<file path="src/shared/lthr_pkg.sv">
package lthr_pkg;
	// Clock and the common one second time base.
	localparam int unsigned CLK_HZ = 250_000_000;
	localparam int unsigned TICK_PERIOD_S = 1;
	localparam int unsigned TICK_CYCLES = TICK_PERIOD_S * CLK_HZ;
	localparam int TICK_W = 28;
	localparam int SEC_W = 24;

	// Sequence times in seconds.
	localparam logic [23:0] START_DELAY_S = 24'd150;
	localparam logic [23:0] VALVE_BLANK_S = 24'd260;
	localparam logic [23:0] PUMP_OVERRUN_S = 24'd150;
	localparam logic [23:0] FLOW_TRIP_S = 24'd60;
	localparam logic [23:0] SECS_PER_MIN = 24'd60;

	// Temperatures are signed tenths of a kelvin; 3 K re-arm band.
	localparam logic signed [16:0] TEMP_HYST = 17'sd30;
	localparam logic [7:0] PCT_MAX = 8'h64;
	localparam logic [7:0] PCT_ZERO = 8'h00;

	// Register byte addresses.
	localparam logic [7:0] ADDR_CTRL = 8'h00;
	localparam logic [7:0] ADDR_SPREAD = 8'h04;
	localparam logic [7:0] ADDR_PUMP_LIM = 8'h08;
	localparam logic [7:0] ADDR_START_THR = 8'h0c;
	localparam logic [7:0] ADDR_TEMP_LIM = 8'h10;
	localparam logic [7:0] ADDR_INT_SET = 8'h14;
	localparam logic [7:0] ADDR_PRESS = 8'h18;
	localparam logic [7:0] ADDR_HEAT = 8'h1c;
	localparam logic [7:0] ADDR_LOCK = 8'h20;
	localparam logic [7:0] ADDR_STATUS = 8'h24;

	// Reset values.
	localparam logic [31:0] RST_CTRL = 32'h0000_0002;
	localparam logic [31:0] RST_SPREAD = 32'h0000_0046;
	localparam logic [31:0] RST_PUMP_LIM = 32'h0000_6414;
	localparam logic [31:0] RST_START_THR = 32'h0000_000a;
	localparam logic [31:0] RST_TEMP_LIM = 32'h012c_0190;
	localparam logic [31:0] RST_INT_SET = 32'h0000_015e;
	localparam logic [31:0] RST_PRESS = 32'h0005_0078;
	localparam logic [31:0] RST_HEAT = 32'h000a_0032;
	localparam logic [31:0] RST_LOCK = 32'h0000_000f;

	// Control register bits.
	localparam int CTRL_OFF_BIT = 0;
	localparam int CTRL_EXTSEL_BIT = 1;
	localparam int CTRL_PRESS_BIT = 2;

	// Synchronised pin inputs.
	localparam int SYNC_W = 10;
	localparam int PIN_REQ = 0;
	localparam int PIN_PUMP_OK = 1;
	localparam int PIN_FLOW_OK = 2;
	localparam int PIN_AT_OPEN = 3;
	localparam int PIN_AT_CLOSED = 4;
	localparam int PIN_PWR_OK = 5;
	localparam int PIN_BREAK_LO = 6;
	localparam int PIN_BREAK_HI = 9;

	typedef enum logic [1:0] {SEQ_IDLE, SEQ_DELAY, SEQ_ACTIVE} lthr_seq_e;

	typedef struct packed {
		logic signed [15:0] waterIn;
		logic signed [15:0] waterOut;
		logic signed [15:0] gasIn;
		logic signed [15:0] gasOut;
	} lthr_temps_s;

	typedef struct packed {
		logic pumpFault;
		logic valveMismatch;
		logic flowLoss;
		logic lowPressure;
		logic overTemp;
		logic noHeatPower;
		logic wireBreak;
	} lthr_alarm_s;
endpackage

</file>
<file path="src/core/lthr_sync.sv">
`timescale 1ns/1ps
module lthr_sync #(
	parameter int W = 1
) (
	// Clock and reset.
	input wire logic sys_clk,
	input wire logic nrst,
	// Pins and filtered levels.
	input wire logic [W-1:0] pinIn,
	output logic [W-1:0] clean
);
	logic [W-1:0] stage1;
	logic [W-1:0] stage2;
	logic [W-1:0] stage3;

	// A change is taken only once the second and third stages agree.
	for (genvar i = 0; i < W; i++) begin : g_bit
		always_ff @(posedge sys_clk or negedge nrst) begin
			if (!nrst) begin
				stage1[i] <= 1'b0;
				stage2[i] <= 1'b0;
				stage3[i] <= 1'b0;
				clean[i] <= 1'b0;
			end else begin
				stage1[i] <= pinIn[i];
				stage2[i] <= stage1[i];
				stage3[i] <= stage2[i];
				if (stage2[i] == stage3[i]) begin
					clean[i] <= stage3[i];
				end
			end
		end
	end
endmodule

</file>
<file path="src/core/lthr_seq.sv">
`timescale 1ns/1ps
module lthr_seq #(
	parameter int unsigned TICK_CYCLES = lthr_pkg::TICK_CYCLES
) (
	// Clock and reset.
	input wire logic sys_clk,
	input wire logic nrst,
	// Avalon-MM slave.
	input wire logic [7:0] avs_address,
	input wire logic avs_read,
	input wire logic avs_write,
	input wire logic [31:0] avs_writedata,
	input wire logic [3:0] avs_byteenable,
	output logic [31:0] avs_readdata,
	output logic avs_waitrequest,
	// Field pins, asynchronous.
	input wire logic [lthr_pkg::SYNC_W-1:0] pins,
	// Digitised analogue values.
	input wire lthr_pkg::lthr_temps_s temps,
	input wire logic [7:0] externalPower,
	input wire logic [15:0] waterPressure,
	// Actuators and alarms.
	output logic pumpOn,
	output logic [7:0] pumpSpeed,
	output logic valveOpen,
	output lthr_pkg::lthr_alarm_s alarms
);
	logic [lthr_pkg::SYNC_W-1:0] pinLvl;
	logic [31:0] ctrl, spreadSet, pumpLim, startThr, tempLim;
	logic [31:0] intSet, pressCfg, heatCfg, lockCfg;
	logic busAck;
	logic [lthr_pkg::TICK_W-1:0] tickCnt;
	logic tick;
	lthr_pkg::lthr_seq_e seqState;
	logic [lthr_pkg::SEC_W-1:0] startSec, overrunSec, blankSec;
	logic [lthr_pkg::SEC_W-1:0] flowSec, pressSec, heatSec, lockSec;
	logic [7:0] powerSignal, intPower, next_powerSignal, next_pumpSpeed;
	logic calcEnable, powerValid, pumpDemand, forceClose, next_valveOpen;
	logic flowTrip, pressTrip, tempTrip, lockout, mismatch;
	logic heatShort, sensorBroken;
	logic signed [16:0] waterSpread, gasSpread, flowMax, returnMax;

	lthr_sync #(.W(lthr_pkg::SYNC_W)) u_sync (
		.sys_clk(sys_clk),
		.nrst(nrst),
		.pinIn(pins),
		.clean(pinLvl)
	);

	////////////////////////////////////////////////////////////////////////
	// Register bus: one wait state, so read data always come from a flop.
	function automatic logic [31:0] merge(input logic [31:0] old,
		input logic [31:0] wd, input logic [3:0] be);
		logic [31:0] res;
		res = old;
		for (int b = 0; b < 4; b++) begin
			if (be[b]) begin
				res[8*b +: 8] = wd[8*b +: 8];
			end
		end
		return res;
	endfunction

	assign avs_waitrequest = (avs_read | avs_write) & ~busAck;

	always_ff @(posedge sys_clk or negedge nrst) begin
		if (!nrst) begin
			busAck <= 1'b0;
		end else begin
			busAck <= (avs_read | avs_write) & ~busAck;
		end
	end

	always_ff @(posedge sys_clk or negedge nrst) begin
		if (!nrst) begin
			ctrl <= lthr_pkg::RST_CTRL;
			spreadSet <= lthr_pkg::RST_SPREAD;
			pumpLim <= lthr_pkg::RST_PUMP_LIM;
			startThr <= lthr_pkg::RST_START_THR;
			tempLim <= lthr_pkg::RST_TEMP_LIM;
			intSet <= lthr_pkg::RST_INT_SET;
			pressCfg <= lthr_pkg::RST_PRESS;
			heatCfg <= lthr_pkg::RST_HEAT;
			lockCfg <= lthr_pkg::RST_LOCK;
		end else if (avs_write && busAck) begin
			unique case (avs_address)
				lthr_pkg::ADDR_CTRL: ctrl <= merge(ctrl, avs_writedata, avs_byteenable);
				lthr_pkg::ADDR_SPREAD: spreadSet <= merge(spreadSet, avs_writedata, avs_byteenable);
				lthr_pkg::ADDR_PUMP_LIM: pumpLim <= merge(pumpLim, avs_writedata, avs_byteenable);
				lthr_pkg::ADDR_START_THR: startThr <= merge(startThr, avs_writedata, avs_byteenable);
				lthr_pkg::ADDR_TEMP_LIM: tempLim <= merge(tempLim, avs_writedata, avs_byteenable);
				lthr_pkg::ADDR_INT_SET: intSet <= merge(intSet, avs_writedata, avs_byteenable);
				lthr_pkg::ADDR_PRESS: pressCfg <= merge(pressCfg, avs_writedata, avs_byteenable);
				lthr_pkg::ADDR_HEAT: heatCfg <= merge(heatCfg, avs_writedata, avs_byteenable);
				lthr_pkg::ADDR_LOCK: lockCfg <= merge(lockCfg, avs_writedata, avs_byteenable);
				default: ;
			endcase
		end
	end

	always_ff @(posedge sys_clk or negedge nrst) begin
		if (!nrst) begin
			avs_readdata <= '0;
		end else if (avs_read && !busAck) begin
			unique case (avs_address)
				lthr_pkg::ADDR_CTRL: avs_readdata <= {29'h0, ctrl[2:0]};
				lthr_pkg::ADDR_SPREAD: avs_readdata <= {16'h0, spreadSet[15:0]};
				lthr_pkg::ADDR_PUMP_LIM: avs_readdata <= {16'h0, pumpLim[15:0]};
				lthr_pkg::ADDR_START_THR: avs_readdata <= {24'h0, startThr[7:0]};
				lthr_pkg::ADDR_TEMP_LIM: avs_readdata <= tempLim;
				lthr_pkg::ADDR_INT_SET: avs_readdata <= {16'h0, intSet[15:0]};
				lthr_pkg::ADDR_PRESS: avs_readdata <= pressCfg;
				lthr_pkg::ADDR_HEAT: avs_readdata <= heatCfg;
				lthr_pkg::ADDR_LOCK: avs_readdata <= {16'h0, lockCfg[15:0]};
				lthr_pkg::ADDR_STATUS: avs_readdata <= {4'h0, seqState, valveOpen,
					pumpOn, 1'b0, alarms, powerSignal, pumpSpeed};
				default: avs_readdata <= '0;
			endcase
		end
	end

	////////////////////////////////////////////////////////////////////////
	// One-second time base shared by every delay.
	assign tick = (tickCnt == lthr_pkg::TICK_W'(TICK_CYCLES - 1));

	always_ff @(posedge sys_clk or negedge nrst) begin
		if (!nrst) begin
			tickCnt <= '0;
		end else if (tick) begin
			tickCnt <= '0;
		end else begin
			tickCnt <= tickCnt + 1'b1;
		end
	end

	////////////////////////////////////////////////////////////////////////
	// Request sequencing and power signal.
	always_ff @(posedge sys_clk or negedge nrst) begin
		if (!nrst) begin
			seqState <= lthr_pkg::SEQ_IDLE;
			startSec <= '0;
		end else if (!pinLvl[lthr_pkg::PIN_REQ]) begin
			seqState <= lthr_pkg::SEQ_IDLE;
			startSec <= '0;
		end else begin
			unique case (seqState)
				lthr_pkg::SEQ_IDLE: seqState <= lthr_pkg::SEQ_DELAY;
				lthr_pkg::SEQ_DELAY: begin
					if (startSec >= lthr_pkg::START_DELAY_S) begin
						seqState <= lthr_pkg::SEQ_ACTIVE;
					end else if (tick) begin
						startSec <= startSec + 1'b1;
					end
				end
				lthr_pkg::SEQ_ACTIVE: ;
			endcase
		end
	end

	assign calcEnable = (seqState == lthr_pkg::SEQ_ACTIVE)
		&& !ctrl[lthr_pkg::CTRL_OFF_BIT] && !lockout;
	assign sensorBroken = |pinLvl[lthr_pkg::PIN_BREAK_HI:lthr_pkg::PIN_BREAK_LO];
	// Internal calculation needs intact water sensors; external its own flag.
	assign powerValid = ctrl[lthr_pkg::CTRL_EXTSEL_BIT] ?
		pinLvl[lthr_pkg::PIN_PWR_OK] : !sensorBroken;

	// Internal demand: one percent per tenth kelvin the outlet lies below set.
	always_comb begin
		logic signed [16:0] gap;
		gap = 17'(signed'(intSet[15:0])) - 17'(temps.waterOut);
		if (gap <= 0) begin
			intPower = lthr_pkg::PCT_ZERO;
		end else if (gap >= 17'(lthr_pkg::PCT_MAX)) begin
			intPower = lthr_pkg::PCT_MAX;
		end else begin
			intPower = gap[7:0];
		end
	end

	always_comb begin
		next_powerSignal = lthr_pkg::PCT_ZERO;
		if (calcEnable && powerValid) begin
			next_powerSignal = ctrl[lthr_pkg::CTRL_EXTSEL_BIT] ?
				externalPower : intPower;
			if (next_powerSignal > lthr_pkg::PCT_MAX) begin
				next_powerSignal = lthr_pkg::PCT_MAX;
			end
		end
	end

	always_ff @(posedge sys_clk or negedge nrst) begin
		if (!nrst) begin
			powerSignal <= lthr_pkg::PCT_ZERO;
		end else begin
			powerSignal <= next_powerSignal;
		end
	end

	assign pumpDemand = calcEnable && powerValid
		&& (powerSignal >= startThr[7:0]);

	////////////////////////////////////////////////////////////////////////
	// Pump run, overrun and speed.
	always_ff @(posedge sys_clk or negedge nrst) begin
		if (!nrst) begin
			overrunSec <= '0;
			pumpOn <= 1'b0;
		end else begin
			if (pumpDemand) begin
				overrunSec <= lthr_pkg::PUMP_OVERRUN_S;
			end else if (tick && overrunSec != '0) begin
				overrunSec <= overrunSec - 1'b1;
			end
			// The pump fault input is deliberately not part of this term.
			pumpOn <= pumpDemand || (overrunSec != '0);
		end
	end

	assign waterSpread = 17'(temps.waterOut) - 17'(temps.waterIn);

	always_comb begin
		next_pumpSpeed = pumpSpeed;
		if (!pumpOn) begin
			next_pumpSpeed = pumpLim[7:0];
		end else begin
			if (tick && waterSpread < 17'(signed'(spreadSet[15:0]))) begin
				next_pumpSpeed = pumpSpeed - 1'b1;
			end else if (tick && waterSpread > 17'(signed'(spreadSet[15:0]))) begin
				next_pumpSpeed = pumpSpeed + 1'b1;
			end
			if (next_pumpSpeed > pumpLim[15:8] || next_pumpSpeed > lthr_pkg::PCT_MAX) begin
				next_pumpSpeed = (pumpLim[15:8] > lthr_pkg::PCT_MAX) ?
					lthr_pkg::PCT_MAX : pumpLim[15:8];
			end
			if (next_pumpSpeed < pumpLim[7:0] || pumpSpeed == lthr_pkg::PCT_ZERO) begin
				next_pumpSpeed = pumpLim[7:0];
			end
		end
	end

	always_ff @(posedge sys_clk or negedge nrst) begin
		if (!nrst) begin
			pumpSpeed <= lthr_pkg::RST_PUMP_LIM[7:0];
		end else begin
			pumpSpeed <= next_pumpSpeed;
		end
	end

	////////////////////////////////////////////////////////////////////////
	// Water circuit monitors that force the valve shut.
	always_ff @(posedge sys_clk or negedge nrst) begin
		if (!nrst) begin
			flowSec <= '0;
		end else if (pinLvl[lthr_pkg::PIN_FLOW_OK]) begin
			flowSec <= '0;
		end else if (tick && flowSec < lthr_pkg::FLOW_TRIP_S) begin
			flowSec <= flowSec + 1'b1;
		end
	end
	assign flowTrip = (flowSec >= lthr_pkg::FLOW_TRIP_S);

	always_ff @(posedge sys_clk or negedge nrst) begin
		if (!nrst) begin
			pressSec <= '0;
		end else if (!ctrl[lthr_pkg::CTRL_PRESS_BIT] || waterPressure >= pressCfg[15:0]) begin
			pressSec <= '0;
		end else if (tick && !pressTrip) begin
			pressSec <= pressSec + 1'b1;
		end
	end
	assign pressTrip = ctrl[lthr_pkg::CTRL_PRESS_BIT] &&
		(pressSec >= lthr_pkg::SEC_W'(pressCfg[31:16] * lthr_pkg::SECS_PER_MIN));

	assign flowMax = 17'(signed'(tempLim[15:0]));
	assign returnMax = 17'(signed'(tempLim[31:16]));

	always_ff @(posedge sys_clk or negedge nrst) begin
		if (!nrst) begin
			tempTrip <= 1'b0;
		end else if (17'(temps.waterOut) > flowMax || 17'(temps.waterIn) > returnMax) begin
			tempTrip <= 1'b1;
		end else if (17'(temps.waterOut) <= flowMax - lthr_pkg::TEMP_HYST
			&& 17'(temps.waterIn) <= returnMax - lthr_pkg::TEMP_HYST) begin
			tempTrip <= 1'b0;
		end
	end

	assign forceClose = flowTrip || pressTrip || tempTrip;

	////////////////////////////////////////////////////////////////////////
	// Heating power check with delay and lockout.
	assign gasSpread = 17'(temps.gasIn) - 17'(temps.gasOut);
	assign heatShort = (gasSpread < 17'(signed'(heatCfg[15:0])))
		|| (temps.waterIn >= temps.gasIn);

	always_ff @(posedge sys_clk or negedge nrst) begin
		if (!nrst) begin
			heatSec <= '0;
			lockSec <= '0;
		end else if (lockout) begin
			heatSec <= '0;
			if (tick) begin
				lockSec <= lockSec - 1'b1;
			end
		end else if (!pumpDemand || !heatShort) begin
			heatSec <= '0;
		end else if (heatSec >= lthr_pkg::SEC_W'(heatCfg[31:16] * lthr_pkg::SECS_PER_MIN)) begin
			lockSec <= lthr_pkg::SEC_W'(lockCfg[15:0] * lthr_pkg::SECS_PER_MIN);
			heatSec <= '0;
		end else if (tick) begin
			heatSec <= heatSec + 1'b1;
		end
	end
	assign lockout = (lockSec != '0);

	////////////////////////////////////////////////////////////////////////
	// Hot gas valve and its feedback.
	assign next_valveOpen = pumpDemand && pumpOn
		&& pinLvl[lthr_pkg::PIN_PUMP_OK] && !forceClose;

	always_ff @(posedge sys_clk or negedge nrst) begin
		if (!nrst) begin
			valveOpen <= 1'b0;
			blankSec <= '0;
		end else begin
			valveOpen <= next_valveOpen;
			if (next_valveOpen != valveOpen) begin
				blankSec <= lthr_pkg::VALVE_BLANK_S;
			end else if (tick && blankSec != '0) begin
				blankSec <= blankSec - 1'b1;
			end
		end
	end

	assign mismatch = valveOpen ?
		!(pinLvl[lthr_pkg::PIN_AT_OPEN] && !pinLvl[lthr_pkg::PIN_AT_CLOSED]) :
		!(pinLvl[lthr_pkg::PIN_AT_CLOSED] && !pinLvl[lthr_pkg::PIN_AT_OPEN]);

	always_ff @(posedge sys_clk or negedge nrst) begin
		if (!nrst) begin
			alarms <= '0;
		end else begin
			alarms.pumpFault <= !pinLvl[lthr_pkg::PIN_PUMP_OK];
			alarms.valveMismatch <= mismatch && blankSec == '0
				&& next_valveOpen == valveOpen;
			alarms.flowLoss <= flowTrip;
			alarms.lowPressure <= pressTrip;
			alarms.overTemp <= tempTrip;
			alarms.noHeatPower <= lockout;
			alarms.wireBreak <= sensorBroken;
		end
	end
endmodule

</file>
<file path="config.mk">
export PLATFORM = sky130hd
export DESIGN_NAME = lthr_seq
export DESIGN_NICKNAME = d
export VERILOG_FILES = /design/src/shared/lthr_pkg.sv /design/src/core/lthr_sync.sv /design/src/core/lthr_seq.sv
export SDC_FILE = /design/constraint.sdc
export NUM_CORES = 1
export LEC_CHECK = 0
export ABC_AREA = 0
export BUFFER_PORTS_ARGS = -buffer_cell sky130_fd_sc_hd__buf_2
export CORE_ASPECT_RATIO = 1.2
export CORE_MARGIN = 2
export CORE_UTILIZATION = 50
export DETAILED_ROUTE_END_ITERATION = 16
export PLACE_DENSITY = 0.68
export REMOVE_ABC_BUFFERS = 1
export SLEW_MARGIN = 0
export SYNTH_ARGS = -nofsm -noshare
export SYNTH_HDL_FRONTEND = slang
export SYNTH_SLANG_ARGS = --single-unit
</file>
<file path="constraint.sdc">
create_clock -name sys_clk -period 7.77 [get_ports sys_clk]
set_clock_uncertainty 0.15 [all_clocks]
set_input_delay 0.3885 -clock sys_clk [delete_from_list [all_inputs] [get_ports sys_clk]]
set_output_delay 0.3885 -clock sys_clk [all_outputs]
set_load 0.02 [all_outputs]
</file>
==> run_results.csv <==
group,metric,value,unit
final_layout,nets,4134,
synthesis,netlist_area,0.0324,mm2
place,numPortBuffers,195,
synthesis,synthCells,3255,
timing,finalCritPeriodShare,96.1,%
place,gp_congestion,0.976,
critical_path,endpoint_kind,"register",
synthesis,ys_async_sr_fraction,100,%
power,p_leak,18.2,nW
synthesis,synth_edf_count,0,
final_layout,stdcell_count,4446,
die,core,0.0643,mm2
final_layout,syn_to_final_growth,15.0,%
global_routing,antenna_found_initial,3,
timing,hold_viol_final,0,
synthesis,ys_ff_latch,468,
power,irDropWorstVdd,0.000172,V
synthesis,dominantRegCellSynth,"dfrtp_1",
place,dp_cells,4312,
timing,setup_violations,0,
global_routing,grt_pass1_vias,26200,
die,dieArea,0.0668,mm2
synthesis,yosysWarnings,0,
power,p_total,5.91,mW
die,start_util,50.3,%
critical_path,reg2reg_slack,560,ps
clock_network,clkLatencyLatePin,610,ps
global_routing,grt_max_degree,134,
hold_path,hold_class,"input pin to register",
routing,vias,26000,
routing,drtAntennaViolNets,0,
die,die_y,283,um
timing,slew_headroom,1.09,%
timing,report.final.slew_viol_count,0,
routing,wl,97.6,mm
final_layout,post-route-util,57.9,%
routing,drt-initial-drc-count,1726,
critical_path,path_class,"input pin to register",
critical_path,cp_data_arrival_time,7800,ps
clock_network,cts_root_buffer,"clkbuf_16",
critical_path,start_kind,"input pin",
critical_path,max_stage_delay,420,ps
routing,wl_per_cell,22.0,um
die,rows,102,
timing,tightest_slew,1470,ps
critical_path,slowest_stage,"a2111o_1",
synthesis,synth.distinct_cells,90,
clock_network,numCtsBuffers,52,
timing,layout_min_cycle_time,7470,ps
critical_path,critPathMostFrequentCell,"o21ai_2",
clock_network,clk_pin_slew,60,ps
clock_network,cts_tree,"done",
critical_path,required,8100,ps
global_routing,grt_overflow,0,
timing,timing.hold.ws,27.3,ps
critical_path,r2r_cells,29,
clock_network,cts_num_sinks,468,
die,ioPinCount,196,
global_routing,grt_pass1_wl,150,mm
routing,via_per_inst,5.85,
timing,max_freq,134,MHz
status,violations,"max-capacitance violations",
synthesis,synth_seq_area_share,36.3,%
place,place_ws,-1210,ps
clock_network,clockBufferDepth,3,
final_layout,layout_common_cells,"dfrtp_1 (427), ha_1 (323), inv_1 (276)",
final_layout,drive_gt1_share,18.7,%
final_layout,final_common_cell,"dfrtp_1",
synthesis,synth_area_per_cell,9.95,um2
place,place_area,0.0349,mm2
die,die_x,236,um
place,dp_hpwl,76.6,mm
timing,setup_tns,0,ps
power,power_density,159,mW/mm2
routing,route.detailed.drc,0,
clock_network,h-tree-depth,2,
routing,first_pass_iters,6,
critical_path,cp_max_fo,4,
status,status,"finished, violations left",
timing,fin_ws,301,ps
run,drv_cap,1,
hold_path,min_delay_path_depth,4,
global_routing,grtUsageTotal,29.4,%
final_layout,design_area,0.0372,mm2
[final timing paths]
check	from	to
max	temps[32]	pumpSpeed[1]
min	avs_address[0]	avs_readdata[4]
max reg2reg	pressCfg[18]	pressSec[12]
min reg2reg	u_sync.stage1[8]	u_sync.stage2[8]
max in group asynchronous	nrst	tickCnt[0]
min in group asynchronous	nrst	heatSec[7]
[worst max-delay path: cells and delay by family]
kind | cells | cell delay, ps
multiplexers | 3 | 920
AO/OA/AOI/OAI | 21 | 3580
adder cells (fa/ha/maj) | 5 | 1250
AND/OR/NAND/NOR | 6 | 870
buffers and inverters | 6 | 760
[cells by family after synthesis]
| family | Yosys count | share of synthesized area (%) |
|---|---|---|
| simple gates | 926 | 14.6 |
| compound gates | 697 | 14.5 |
| flops | 468 | 36.3 |
| fa+ha+maj | 426 | 18.5 |
| buf+inv | 346 | 4.03 |
| xor+xnor | 197 | 5.33 |
| mux | 194 | 6.71 |
| other cells | 1 | 0.0116 |
[final cells by class]
| cell class | count | area [um2] |
|---|---|---|
| Inverter | 278 | 1050 |
| Fill cell | 5705 | 27100 |
| Timing Repair Buffer | 329 | 2120 |
| Antenna cell | 1 | 2.50 |
| Multi-Input combinational cell | 2443 | 19500 |
| Clock inverter | 23 | 283 |
| Tap cell | 832 | 1040 |
| Clock buffer | 72 | 1500 |
| Sequential cell | 468 | 11800 |
[cell usage after synthesis, types with 11 or more instances]
| library cell | n | area, um2 |
|---|---|---|
| dfrtp_1 | 427 | 10700 |
| ha_1 | 326 | 4080 |
| inv_1 | 277 | 1040 |
| nor2_1 | 240 | 901 |
| nand2_1 | 192 | 721 |
| mux2_2 | 185 | 2080 |
| a21oi_1 | 162 | 811 |
| o21ai_0 | 138 | 691 |
| xnor2_1 | 131 | 1150 |
| fa_1 | 90 | 1800 |
| a21o_1 | 73 | 548 |
| nand3_1 | 72 | 360 |
| xor2_1 | 66 | 578 |
| nand4_1 | 64 | 400 |
| clkbuf_1 | 60 | 225 |
| a22oi_1 | 56 | 420 |
| nor3_1 | 49 | 245 |
| nor2b_1 | 46 | 288 |
| nand2b_1 | 44 | 275 |
| or3_1 | 42 | 263 |
| dfstp_2 | 41 | 1080 |
| and3_1 | 36 | 225 |
| nor4_1 | 34 | 213 |
| o21a_1 | 30 | 225 |
| a22o_1 | 27 | 236 |
| and2_1 | 27 | 169 |
| a221oi_1 | 23 | 201 |
| a31oi_1 | 21 | 131 |
| or4_1 | 20 | 150 |
| a211oi_1 | 19 | 143 |
| o211ai_1 | 18 | 135 |
| a21boi_0 | 17 | 128 |
| o22ai_1 | 13 | 81.3 |
| a211o_1 | 12 | 105 |
| o21bai_1 | 12 | 90.1 |
| or2_2 | 11 | 68.8 |
[flip-flops by register name, indices dropped and copies added (netlist names), 7 cells and up]
name / count
powerSignal: 8
spreadSet: 16
pumpLim: 16
heatSec: 24
flowSec: 24
u_sync.stage1: 10
u_sync.clean: 10
heatCfg: 32
avs_readdata: 32
startThr: 8
pumpSpeed: 8
startSec: 24
lockCfg: 16
u_sync.stage3: 10
alarms: 7
u_sync.stage2: 10
pressSec: 24
tickCnt: 28
pressCfg: 32
lockSec: 24
intSet: 16
blankSec: 24
overrunSec: 24
tempLim: 32
[routing by layer]
layer,track usage [%],wire length [um],vias up
met5,0,44,-
met1,34.8,38000,12700
met2,51.1,47400,781
li1,-,-,12300
met4,17.1,6350,6
met3,4.71,5740,230
[report_power, final]
group / leakage, nW / switching (mW) / internal (mW)
logic: 11.1 / 0.463 / 0.331
registers: 6.18 / 0.0479 / 2.47
clock network: 0.885 / 1.05 / 1.54
[timing repair]
| action | 4_1_cts | 5_1_grt |
|---|---|---|
| cloned | 0 | 0 |
| endpoints found under the setup margin | 8 | 47 |
| hold endpoints to repair | 144 | 0 |
| hold buffers | 34 | 0 |
| buffers inserted | 1 | 3 |
| pin swaps | 7 | 8 |
| gates resized for setup | 16 | 38 |
(Power assumes the default switching activity.)
